--- config.mk ---
export PLATFORM = sky130hd
export DESIGN_NAME = sac_top
export DESIGN_NICKNAME = d
export VERILOG_FILES = /design/src/include/sac_pkg.sv /design/src/rtl/sac_top.sv
export VERILOG_INCLUDE_DIRS = /design/src /design/src/include
export SDC_FILE = /design/constraint.sdc
export NUM_CORES = 1
export LEC_CHECK = 0
export ABC_AREA = 1
export BUFFER_PORTS_ARGS = -buffer_cell sky130_fd_sc_hd__buf_2
export CORE_ASPECT_RATIO = 0.6
export CORE_MARGIN = 2
export CORE_UTILIZATION = 53
export DETAILED_ROUTE_END_ITERATION = 16
export PLACE_DENSITY = 0.78
export SLEW_MARGIN = 25
export SYNTH_ARGS = -nofsm -noshare
export SYNTH_HDL_FRONTEND = slang
export SYNTH_SLANG_ARGS = --single-unit
--- constraint.sdc ---
create_clock -name core_clk -period 2.4 [get_ports core_clk]
set_clock_uncertainty 0.2 [all_clocks]
set_input_delay 0.12 -clock core_clk [delete_from_list [all_inputs] [get_ports core_clk]]
set_output_delay 0.12 -clock core_clk [all_outputs]
set_load 0.02 [all_outputs]
--- src/include/sac_regs.svh ---
/*
  Register offsets, field positions, reset values and timing counts of the
  converter control block.
  Assumes a 20-bit AXI4-Lite byte address space and 32-bit data.
*/
// Notes on behaviour
// six analog channels, 10-bit result, selected channel converted repeatedly.
// every finished conversion raises the conversion-done interrupt request.
// pins not selected as analog input stay usable as port pins.
// first step sets top approximation bit when input is at or above half reference.
// then bit 10 is set and compared against quarter or three-quarter tap.
// each trial bit kept when input at or above tap; down to bit 0.
// approximation register is 12 bits, resolved one bit per step, MSB first.
// after the last bit, approximation value moves to the wide result.
// wide result holds result in upper 10 bits, low 6 read zero.
// narrow result loads upper 8 bits of the 10-bit result each time.
// software sets clock-gate bit 5 before using the converter.
// gate off stops clock, resets converter, ignores writes, reads defaults.
// port configuration write with gate off is dropped; register reinitialised.
// software writes zero to bits 6 and 7 of the gate register.
// gate register takes byte writes and resets to 00H.
// mode register takes byte writes and resets to 00H.
// run bit 0 stops conversion, 1 enables continuous conversion.
// comparator enable 0 stops the voltage comparator.
// software waits 1 us after comparator enable before setting run.
// run without comparator enable is prohibited; comparator-only is waiting.
// wide and narrow results update together from the same conversion.
`ifndef SAC_REGS_SVH
`define SAC_REGS_SVH

// ----------------------------------------------------------------------
// byte offsets
// ----------------------------------------------------------------------
`define SAC_OFS_GATE       20'hF00F0
`define SAC_OFS_MODE       20'hF0100
`define SAC_OFS_PCFG       20'hF0104
`define SAC_OFS_CHSEL      20'hF0108
`define SAC_OFS_RWIDE      20'hF010C
`define SAC_OFS_RNARROW    20'hF0110

// ----------------------------------------------------------------------
// fields and reset values
// ----------------------------------------------------------------------
`define SAC_GATE_CLK_BIT   5
`define SAC_MODE_RUN_BIT   7
`define SAC_MODE_CMP_BIT   0
`define SAC_GATE_RST       6'h00
`define SAC_MODE_RST       8'h00
`define SAC_PCFG_RST       6'h00
`define SAC_CHSEL_RST      3'h0
`define SAC_RWIDE_RST      16'h0000
`define SAC_RNARROW_RST    8'h00
`define SAC_SAR_MSB_SET    12'h800
`define SAC_SAR_TOP_IDX    4'hB

// ----------------------------------------------------------------------
// timing and bus answers
// ----------------------------------------------------------------------
`define SAC_STEP_CYCLES    20
`define SAC_RESP_OKAY      2'h0
`define SAC_RESP_SLVERR    2'h2

`endif

--- src/include/sac_pkg.sv ---
/*
  Types of the converter control block.
  Assumes nothing beyond a SystemVerilog compiler.
*/
package sac_pkg;

  // ----------------------------------------------------------------------
  // conversion sequencer states
  // ----------------------------------------------------------------------
  typedef enum logic [1:0] {
    SAC_IDLE,
    SAC_SAMPLE,
    SAC_CONVERT
  } sac_state_t;

endpackage

--- src/rtl/sac_top.sv ---
/*
  Converter control block: AXI4-Lite slave, approximation sequencer, results.
  Assumes an analog array turning tap_code into a tap voltage and a comparator
  (async to core_clk) that is high while the held input is at or above it.
*/
`timescale 1ns/1ps
`include "sac_regs.svh"
module sac_top
  import sac_pkg::*;
#(
  parameter int ADDR_W      = 20,
  parameter int STEP_CYCLES = `SAC_STEP_CYCLES,
  parameter int CHANNELS    = 6
) (
  input  wire logic                core_clk,        // system clock
  input  wire logic                rst,             // sync reset
  input  wire logic [ADDR_W-1:0]   s_axi_awaddr,    // write address
  input  wire logic                s_axi_awvalid,   // write address valid
  output logic                     s_axi_awready,   // write address ready
  input  wire logic [31:0]         s_axi_wdata,     // write data
  input  wire logic [3:0]          s_axi_wstrb,     // write strobes
  input  wire logic                s_axi_wvalid,    // write data valid
  output logic                     s_axi_wready,    // write data ready
  output logic [1:0]               s_axi_bresp,     // write response
  output logic                     s_axi_bvalid,    // write response valid
  input  wire logic                s_axi_bready,    // write response ready
  input  wire logic [ADDR_W-1:0]   s_axi_araddr,    // read address
  input  wire logic                s_axi_arvalid,   // read address valid
  output logic                     s_axi_arready,   // read address ready
  output logic [31:0]              s_axi_rdata,     // read data
  output logic [1:0]               s_axi_rresp,     // read response
  output logic                     s_axi_rvalid,    // read data valid
  input  wire logic                s_axi_rready,    // read data ready
  input  wire logic                cmp_at_or_above, // comparator output
  output logic [11:0]              tap_code,        // approximation_reg
  output logic                     sample_hold,     // sample phase
  output logic [CHANNELS-1:0]      analog_inputs,   // pin to analog mux
  output logic                     comparator_on,   // comparator powered
  output logic                     converter_clk_en, // converter clock on
  output logic                     conversion_done_irq // done pulse
);
  localparam int CNT_W = $clog2(STEP_CYCLES + 1);
  localparam logic [CNT_W-1:0] STEP_LAST = CNT_W'(STEP_CYCLES - 1);
  // ----------------------------------------------------------------------
  // write channel
  // ----------------------------------------------------------------------
  logic              awready_q;
  logic              wready_q;
  logic              aw_have_q;
  logic              w_have_q;
  logic [ADDR_W-1:0] awaddr_q;
  logic [31:0]       wdata_q;
  logic [3:0]        wstrb_q;
  logic              bvalid_q;
  logic [1:0]        bresp_q;
  logic              wr_fire;
  logic              wr_byte0;
  assign wr_fire  = aw_have_q && w_have_q && !bvalid_q;
  assign wr_byte0 = wr_fire && wstrb_q[0];
  always_ff @(posedge core_clk) begin
    if (rst) begin
      aw_have_q <= 1'b0;
      awready_q <= 1'b0;
      awaddr_q  <= '0;
    end else if (wr_fire) begin
      aw_have_q <= 1'b0;
    end else if (s_axi_awvalid && awready_q) begin
      aw_have_q <= 1'b1;
      awready_q <= 1'b0;
      awaddr_q  <= s_axi_awaddr;
    end else if (!aw_have_q && !bvalid_q) begin
      awready_q <= 1'b1;
    end
  end

  always_ff @(posedge core_clk) begin
    if (rst) begin
      w_have_q <= 1'b0;
      wready_q <= 1'b0;
      wdata_q  <= 32'h0000_0000;
      wstrb_q  <= 4'h0;
    end else if (wr_fire) begin
      w_have_q <= 1'b0;
    end else if (s_axi_wvalid && wready_q) begin
      w_have_q <= 1'b1;
      wready_q <= 1'b0;
      wdata_q  <= s_axi_wdata;
      wstrb_q  <= s_axi_wstrb;
    end else if (!w_have_q && !bvalid_q) begin
      wready_q <= 1'b1;
    end
  end

  always_ff @(posedge core_clk) begin
    if (rst) begin
      bvalid_q <= 1'b0;
      bresp_q  <= `SAC_RESP_OKAY;
    end else if (wr_fire) begin
      bvalid_q <= 1'b1;
      bresp_q  <= addr_known(awaddr_q) ? `SAC_RESP_OKAY : `SAC_RESP_SLVERR;
    end else if (bvalid_q && s_axi_bready) begin
      bvalid_q <= 1'b0;
    end
  end
  function automatic logic addr_known(input logic [ADDR_W-1:0] a);
    addr_known = (a == `SAC_OFS_GATE) || (a == `SAC_OFS_MODE) ||
                 (a == `SAC_OFS_PCFG) || (a == `SAC_OFS_CHSEL) ||
                 (a == `SAC_OFS_RWIDE) || (a == `SAC_OFS_RNARROW);
  endfunction
  // ----------------------------------------------------------------------
  // control registers
  // ----------------------------------------------------------------------
  logic [5:0] gate_q;
  logic [7:0] mode_q;
  logic [5:0] pcfg_q;
  logic [2:0] chsel_q;
  logic       gate_on;
  logic       run_on;
  logic       cmp_en;
  assign gate_on = gate_q[`SAC_GATE_CLK_BIT];
  assign run_on  = mode_q[`SAC_MODE_RUN_BIT];
  assign cmp_en  = mode_q[`SAC_MODE_CMP_BIT];
  // bits 7:6 are not stored and read as zero
  always_ff @(posedge core_clk) begin
    if (rst) begin
      gate_q <= `SAC_GATE_RST;
    end else if (wr_byte0 && awaddr_q == `SAC_OFS_GATE) begin
      gate_q <= wdata_q[5:0];
    end
  end

  always_ff @(posedge core_clk) begin
    if (rst || !gate_on) begin
      mode_q <= `SAC_MODE_RST;
    end else if (wr_byte0 && awaddr_q == `SAC_OFS_MODE) begin
      mode_q <= wdata_q[7:0];
    end
  end

  always_ff @(posedge core_clk) begin
    if (rst || !gate_on) begin
      pcfg_q <= `SAC_PCFG_RST;
    end else if (wr_byte0 && awaddr_q == `SAC_OFS_PCFG) begin
      pcfg_q <= wdata_q[5:0];
    end
  end

  always_ff @(posedge core_clk) begin
    if (rst || !gate_on) begin
      chsel_q <= `SAC_CHSEL_RST;
    end else if (wr_byte0 && awaddr_q == `SAC_OFS_CHSEL) begin
      chsel_q <= wdata_q[2:0];
    end
  end

  // ----------------------------------------------------------------------
  // comparator synchroniser
  // ----------------------------------------------------------------------
  logic cmp_s1_q;
  logic cmp_s2_q;
  always_ff @(posedge core_clk) begin
    if (rst) begin
      cmp_s1_q <= 1'b0;
      cmp_s2_q <= 1'b0;
    end else begin
      cmp_s1_q <= cmp_at_or_above;
      cmp_s2_q <= cmp_s1_q;
    end
  end
  // ----------------------------------------------------------------------
  // successive approximation sequencer
  // ----------------------------------------------------------------------
  sac_state_t     state_q;
  logic [CNT_W-1:0] cnt_q;
  logic [3:0]     idx_q;
  logic [11:0]    sar_q;
  logic           sample_q;
  logic           active;
  logic           step_end;
  logic           conv_done;
  logic [11:0]    sar_final;
  assign active    = gate_on && run_on && cmp_en;
  assign step_end  = (cnt_q == STEP_LAST);
  // an aborted conversion (active low) loads no result
  assign conv_done = active && (state_q == SAC_CONVERT) && step_end &&
                     (idx_q == 4'h0);
  assign sar_final = {sar_q[11:1], cmp_s2_q};
  always_ff @(posedge core_clk) begin
    if (rst || !active) begin
      state_q  <= SAC_IDLE;
      cnt_q    <= '0;
      idx_q    <= 4'h0;
      sar_q    <= 12'h000;
      sample_q <= 1'b0;
    end else begin
      case (state_q)
        SAC_IDLE: begin
          state_q  <= SAC_SAMPLE;
          cnt_q    <= '0;
          sample_q <= 1'b1;
        end
        SAC_SAMPLE: begin
          if (step_end) begin
            state_q  <= SAC_CONVERT;
            sample_q <= 1'b0;
            cnt_q    <= '0;
            idx_q    <= `SAC_SAR_TOP_IDX;
            sar_q    <= `SAC_SAR_MSB_SET;
          end else begin
            cnt_q <= cnt_q + 1'b1;
          end
        end
        SAC_CONVERT: begin
          if (!step_end) begin
            cnt_q <= cnt_q + 1'b1;
          end else if (idx_q == 4'h0) begin
            state_q  <= SAC_SAMPLE;
            sample_q <= 1'b1;
            cnt_q    <= '0;
            sar_q    <= 12'h000;
          end else begin
            cnt_q              <= '0;
            sar_q[idx_q]       <= cmp_s2_q;
            sar_q[idx_q - 4'h1] <= 1'b1;
            idx_q              <= idx_q - 4'h1;
          end
        end
        default: begin
          state_q <= SAC_IDLE;
        end
      endcase
    end
  end
  // ----------------------------------------------------------------------
  // results and completion pulse
  // ----------------------------------------------------------------------
  logic [15:0] wide_q;
  logic [7:0]  narrow_q;
  logic        irq_q;
  always_ff @(posedge core_clk) begin
    if (rst || !gate_on) begin
      wide_q   <= `SAC_RWIDE_RST;
      narrow_q <= `SAC_RNARROW_RST;
    end else if (conv_done) begin
      wide_q   <= {sar_final[11:2], 6'h00};
      narrow_q <= sar_final[11:4];
    end
  end

  always_ff @(posedge core_clk) begin
    if (rst) begin
      irq_q <= 1'b0;
    end else begin
      irq_q <= conv_done;
    end
  end

  // ----------------------------------------------------------------------
  // analog side controls
  // ----------------------------------------------------------------------
  logic [CHANNELS-1:0] ana_q;
  logic                cmp_on_q;
  logic                clk_en_q;
  always_ff @(posedge core_clk) begin
    if (rst) begin
      ana_q    <= '0;
      cmp_on_q <= 1'b0;
      clk_en_q <= 1'b0;
    end else begin
      for (int i = 0; i < CHANNELS; i++) begin
        // only the selected analog pin leaves port use
        ana_q[i] <= gate_on && pcfg_q[i] && (chsel_q == 3'(i));
      end
      cmp_on_q <= gate_on && cmp_en;
      clk_en_q <= gate_on;
    end
  end

  // ----------------------------------------------------------------------
  // read channel
  // ----------------------------------------------------------------------
  logic        arready_q;
  logic        rvalid_q;
  logic [31:0] rdata_q;
  logic [1:0]  rresp_q;
  logic [31:0] rd_mux;
  always_comb begin
    rd_mux = 32'h0000_0000;
    case (s_axi_araddr)
      `SAC_OFS_GATE:    rd_mux = {26'h0, gate_q};
      `SAC_OFS_MODE:    rd_mux = {24'h0, mode_q};
      `SAC_OFS_PCFG:    rd_mux = {26'h0, pcfg_q};
      `SAC_OFS_CHSEL:   rd_mux = {29'h0, chsel_q};
      `SAC_OFS_RWIDE:   rd_mux = {16'h0, wide_q};
      `SAC_OFS_RNARROW: rd_mux = {24'h0, narrow_q};
      default:          rd_mux = 32'h0000_0000;
    endcase
  end

  always_ff @(posedge core_clk) begin
    if (rst) begin
      arready_q <= 1'b0;
      rvalid_q  <= 1'b0;
      rdata_q   <= 32'h0000_0000;
      rresp_q   <= `SAC_RESP_OKAY;
    end else if (s_axi_arvalid && arready_q) begin
      arready_q <= 1'b0;
      rvalid_q  <= 1'b1;
      rdata_q   <= rd_mux;
      rresp_q   <= addr_known(s_axi_araddr) ? `SAC_RESP_OKAY
                                            : `SAC_RESP_SLVERR;
    end else if (rvalid_q) begin
      if (s_axi_rready) begin
        rvalid_q <= 1'b0;
      end
    end else begin
      arready_q <= 1'b1;
    end
  end
  // ----------------------------------------------------------------------
  // outputs
  // ----------------------------------------------------------------------
  assign s_axi_awready       = awready_q;
  assign s_axi_wready        = wready_q;
  assign s_axi_bvalid        = bvalid_q;
  assign s_axi_bresp         = bresp_q;
  assign s_axi_arready       = arready_q;
  assign s_axi_rvalid        = rvalid_q;
  assign s_axi_rdata         = rdata_q;
  assign s_axi_rresp         = rresp_q;
  assign tap_code            = sar_q;
  assign sample_hold         = sample_q;
  assign analog_inputs       = ana_q;
  assign comparator_on       = cmp_on_q;
  assign converter_clk_en    = clk_en_q;
  assign conversion_done_irq = irq_q;
  // ----------------------------------------------------------------------
  // checks
  // ----------------------------------------------------------------------
  property p_irq_one_cycle;
    @(posedge core_clk) disable iff (rst)
      irq_q |=> !irq_q;
  endproperty
  a_irq_one_cycle: assert property (p_irq_one_cycle)
    else $error("done request longer than one cycle");
  property p_wide_low_zero;
    @(posedge core_clk) disable iff (rst)
      wide_q[5:0] == 6'h00;
  endproperty
  a_wide_low_zero: assert property (p_wide_low_zero)
    else $error("wide result low bits not zero");
  property p_load_on_done;
    @(posedge core_clk) disable iff (rst)
      conv_done && gate_on |=> irq_q && narrow_q == $past(sar_final[11:4])
                               && wide_q[15:6] == $past(sar_final[11:2]);
  endproperty
  a_load_on_done: assert property (p_load_on_done)
    else $error("results not loaded from approximation value");
  property p_same_conversion;
    @(posedge core_clk) disable iff (rst)
      irq_q |-> wide_q[15:8] == narrow_q;
  endproperty
  a_same_conversion: assert property (p_same_conversion)
    else $error("wide and narrow results disagree");
  property p_msb_first;
    @(posedge core_clk) disable iff (rst)
      active && state_q == SAC_SAMPLE && step_end
        |=> state_q == SAC_CONVERT && sar_q == 12'h800 && idx_q == 4'hB;
  endproperty
  a_msb_first: assert property (p_msb_first)
    else $error("conversion did not start at top bit");
  property p_bit10_trial;
    @(posedge core_clk) disable iff (rst)
      active && state_q == SAC_CONVERT && idx_q == 4'hB && step_end
        |=> sar_q[10] && sar_q[11] == $past(cmp_s2_q) && idx_q == 4'hA;
  endproperty
  a_bit10_trial: assert property (p_bit10_trial)
    else $error("second trial bit wrong");
  property p_gate_off_defaults;
    @(posedge core_clk) disable iff (rst)
      !gate_on |=> mode_q == 8'h00 && pcfg_q == 6'h00 && chsel_q == 3'h0
                   && state_q == SAC_IDLE && !converter_clk_en;
  endproperty
  a_gate_off_defaults: assert property (p_gate_off_defaults)
    else $error("converter not held at defaults with gate off");
  property p_run_stops;
    @(posedge core_clk) disable iff (rst)
      !run_on |=> state_q == SAC_IDLE && !sample_hold;
  endproperty
  a_run_stops: assert property (p_run_stops)
    else $error("conversion running with run bit clear");
  property p_cmp_stops;
    @(posedge core_clk) disable iff (rst)
      !cmp_en |=> !comparator_on;
  endproperty
  a_cmp_stops: assert property (p_cmp_stops)
    else $error("comparator powered while disabled");
endmodule // sac_top

Yosys cells after proc, flatten, opt, wreduce, memory -nomap -nowiden --
Cells that the tools add are included.
Storage, ports and cells: register bits after elaboration 148, bits of input ports 84
Cells by class: add/subtract/negate cells 2, order comparisons 4, eq/ne operators 24, multiplexer cells 35, bitwise operators 2, reduce and logical (&&, ||, !) cells 70
Operators with widths (number):
- 20-bit equality test, second input constant | 12
- 16-bit case mux with 6 select lines | 1
- 12-bit two-way mux | 3
- 1-bit logical AND | 33
- 12-bit case mux with 2 select lines | 1
- 1-bit two-way mux | 14
- 12-bit bitwise mux | 1
- 1-bit logical OR | 12
- 4-bit two-way mux | 3
- 12-bit OR | 1
- 4-bit by 5-bit less-than comparator with 1-bit output, second input constant | 2
- 2-bit two-way mux | 5
- 5-bit case mux with 2 select lines | 1
- 2-bit nonzero test | 5
- 1-bit demux with 4-bit select | 2
- 4-bit by 1-bit greater-or-equal comparator with 1-bit output, second input constant | 2
- 4-bit case mux with 2 select lines | 1
- 2-bit AND reduction | 4
- 4-bit AND reduction | 2
- 3-bit by 2-bit equality test with 1-bit output, second input constant | 2
- 3-bit equality test, second input constant | 2
- 2-bit != test, second input constant | 3
- 2-bit case mux with 3 select lines | 1
- 3-bit AND reduction | 2
- other kinds (16) | 22

Longest topological paths before layout --
depth in word-level cells 9, gate-level depth with buffers 10

Worst setup path after synthesis --
Ideal clock, no wire load.
kind reg-to-reg, start point register idx_q[0], end point register narrow_q[4], library setup time 0.113 ns, arrival time 1.460 ns, path slack 0.627 ns, cell stages (with the launch flop) 9, cells stage by stage dfxtp_1 inv_1 ha_1 nand3_2 nor3_4 inv_2 buf_6 o21ai_1 nor2_1
On the way: cells in the longest elaborated chain, start to end 2
RTL lines:
- start: declaration | RTL line sac_top.sv:175 | logic [3:0] idx_q;
- start signal: assignment | RTL line sac_top.sv:207 | idx_q <= `SAC_SAR_TOP_IDX;
- start signal: assignment | RTL line sac_top.sv:225 | idx_q <= idx_q - 4'h1;
- 4-bit logical NOT | RTL line sac_top.sv:186 | (idx_q == 4'h0);
- 1-bit logical AND | RTL line sac_top.sv:185 | assign conv_done = active && (state_q == SAC_CONVERT) && step_end &&
- end signal: assignment | RTL line sac_top.sv:243 | narrow_q <= `SAC_RNARROW_RST;
- end signal: assignment | RTL line sac_top.sv:246 | narrow_q <= sar_final[11:4];
- end: declaration | RTL line sac_top.sv:238 | logic [7:0] narrow_q;
No other way between the ends. A chain may end at the register's enable or synchronous reset.

Final worst setup path --
start point input port s_axi_araddr[9], end point register rdata_q[11] (netlist: s_axi_rdata[11])
On the way: cells in the longest elaborated chain, start to end 2
RTL lines:
- start: declaration | RTL line sac_top.sv:27 | input wire logic [ADDR_W-1:0] s_axi_araddr,
- 20-bit equality test | RTL line sac_top.sv:289 | case (s_axi_araddr)
- 16-bit case mux with 6 select lines * | RTL line sac_top.sv:289
- end signal: assignment | RTL line sac_top.sv:309 | rdata_q <= rd_mux;
- end: declaration | RTL line sac_top.sv:284 | logic [31:0] rdata_q;
Every way passes the cells marked *; elsewhere a longest branch is shown, timed or not.

==> qor.csv <==
metric;value;unit
worstPathMaxFanout;8;
layout.nets;980;
dr.first_iter.drc_count;560;
clock-root-buffer;clkbuf_16;
post-place-cells;963;
slew_viol_final;0;
drt-wirelength-per-cell;14.45;µm
slew_headroom;54.05;%
hold_class;input pin to flop;
grt_pass1_wl;24140;µm
synth.avg_cell_area;7.497;µm²
die_x;136.7;µm
setup_tns;0;ns
end_kind;flop;
cts_made_buffers;17;
clk_latency;0.41;ns
ys_types;34;
firstDrtPassIters;5;
clk_pin_slew;0.05;ns
grt_use_total;26.66;%
rr_startpoint;s_axi_bvalid$_SDFFE_PP0P_;
first_global_vias;5233;
die-area;0.01143;mm²
syn_area;0.005600;mm²
min_to;s_axi_rdata[9]$_SDFFE_PP0P_;
post-route-min-period;2.210;ns
min_from;s_axi_araddr[10];
grt_max_degree;41;
multiInputGateArea;0.002663;mm²
start_util;53.78;%
htreeDepth;4;
period_share;92.10;%
ir_worst_vdd;0.5877;mV
ff_latch_area;0.002442;mm²
die_h;83.63;µm
grt_setup_unrepaired;false;
grt_antenna_before_repair;0;
worstPathArrival;2.36;ns
cp-start-kind;input pin;
via_per_inst;5.432;
core_area;0.01041;mm²
worstPathRequired;2.55;ns
rows;29;
yosysSeqAreaShare;43.61;%
yosys_warnings;0;
drc;0;
synthCells;747;
path_delay_family;buffers and inverters;
layout_commonest_cell;dfxtp_1;
syn_to_final_growth;25.45;%
powerDensity;656.3;mW/mm²
slowest_stage;dlygate4sd3_1;
dp_hpwl;10350;µm
crit_top_cell;dlygate4sd3_1;
worstRegToRegCells;5;
vias;5622;
worst_pin_slew;0.6885;ns
hold_viol;0;
gp_congestion;0.8786;
most-common-layout-cells;dfxtp_1 (122), nor2_1 (108), buf_2 (101);
r2r_slack;0.20;ns
status;completed;
ant_nets;0;
cpPeakStageDelay;0.56;ns
fin_cells;1035;
drt-total-wl;14950;µm
clk_path_buf_depth;2;
cts_num_sinks;122;
ys_seq_elements;122;
cap_violations;0;
cts_tree;done;
startpoint;s_axi_araddr[9];
port_buffers;101;
r2r-end;awaddr_q[8]$_SDFFE_PP0P_;
setup_viol_count_final;0;
path_buf_inv;4;
io_pins;147;
hold_path_depth;6;
diodes;0;
grt_remaining_overflow;0;
crit_type;input pin to flop;
cp_cell_sequence;dlygate4sd3_1 > buf_2 > inv_1 > nand3_2 > nor4_4 > nand3_1 > a21oi_1 > dlygate4sd3_1;
drive_above_1_share;18.42;%
leakage;3.003;nW
fillerInstances;844;
fmaxAchievable;0.4524;GHz
## Yosys cell counts (all sizes together)
cell type | count | area, µm²
o21ai | 87 | 435.4
inv | 73 | 274.0
nand4 | 37 | 231.5
xor2 | 2 | 17.52
buf | 32 | 230.2
ha | 12 | 150.1
clkbuf | 17 | 63.81
a221oi | 2 | 17.52
xnor2 | 2 | 17.52
o211ai | 2 | 15.01
a211oi | 9 | 87.59
o21bai | 3 | 22.52
nor2 | 119 | 495.5
a21oi | 71 | 355.3
o22ai | 1 | 6.260
dfxtp | 122 | 2442
nor3 | 16 | 128.9
conb | 1 | 3.750
nand2 | 99 | 371.6
nand3 | 33 | 175.2
nor4 | 7 | 58.81
## power by group
part           total, W  leakage (nW)  internal, W  switching [W]
logic          0.000334          1.76     0.000130       0.000205
registers       0.00211         0.989      0.00208      0.0000277
clock network   0.00217         0.251      0.00130       0.000871
## registers in the layout (all words and copies together) (netlist names), 5 cells and up
register       count
analog_inputs      6
awaddr_q          20
cnt_q              5
gate_q             6
mode_q             8
narrow_q           8
pcfg_q             6
s_axi_rdata       16
tap_code          12
wdata_q            8
## cells by family (layout without fill, tap and decap cells)
logic type      count (synthesis)  count (layout)  share of synthesized area, %
simple gates                  311             311                         26.09
compound gates                175             175                         16.78
flops                         122             122                         43.61
other cells                     1              18                       0.06696
buf+inv                       122             254                         10.14
fa+ha+maj                      12              12                         2.681
xor+xnor                        4               4                        0.6257
## through the flow
| step | worst slack, ns | power (W) | instance area, µm² | hold WS (ns) | utilization [%] |
|---|---|---|---|---|---|
| 2_1_floorplan | 0.6270 | 0.002343 | 5664 | 0.02697 | - |
| 3_3_place_gp | 0.1801 | 0.002406 | 6110 | 0.1234 | 58.67 |
| 3_5_place_dp | -0.07142 | 0.002421 | 6110 | 0.1422 | 58.67 |
| 4_1_cts | 0.08701 | 0.004610 | 7029 | 0.0003194 | 67.50 |
| 5_1_grt | 0.07826 | 0.004765 | 7025 | 0.02554 | 67.46 |
| 6_report | 0.1897 | 0.004610 | 7025 | 0.01294 | 67.46 |
## worst min-delay path, delay by kind of cell
kind	cells	cell delay [ns]
AOI/OAI and AO/OA	1	0.05
buffers and inverters	1	0.09
and+or+nand+nor	4	0.31
## worst max path at each step
stage	depth (start not counted)	slack (ns)	to
6_report	8	0.19	s_axi_rdata[11]$_SDFFE_PP0P_
5_1_grt	6	0.08	awaddr_q[2]$_SDFFE_PP0P_
4_1_cts	8	0.09	s_axi_rresp[1]$_SDFFE_PP0P_
3_5_place_dp	5	-0.07	awaddr_q[2]$_SDFFE_PP0P_
3_3_place_gp	6	0.18	awaddr_q[3]$_SDFFE_PP0P_
2_1_floorplan	8	0.63	narrow_q[4]$_SDFFE_PP0P_
## per-layer routing
layer | vias to the layer above | share of wire [%] | GRT usage, %
li1 | 2739 | - | -
met4 | 0 | 1.9 | 9.564
met1 | 2608 | 44 | 35.55
met2 | 239 | 46 | 41.50
met5 | - | 0 | 0
met3 | 36 | 7.7 | 7.165
## final cells by class
type / count / area share (%)
Timing Repair Buffer: 150 / 13.89
Sequential cell: 122 / 34.76
Clock buffer: 22 / 6.322
Clock inverter: 9 / 0.7480
Tap cell: 139 / 2.476
Multi-Input combinational cell: 520 / 37.90
Inverter: 73 / 3.900
## what timing repair did
| item | in CTS | in global routing |
|---|---|---|
| hold buffers | 42 | 0 |
| endpoints found under the setup margin | 6 | 1 |
| gates resized for setup | 1 | 1 |
| endpoints found under the hold margin | 42 | 0 |
| setup buffers | 0 | 0 |
Power figures use the tool's default switching activity.
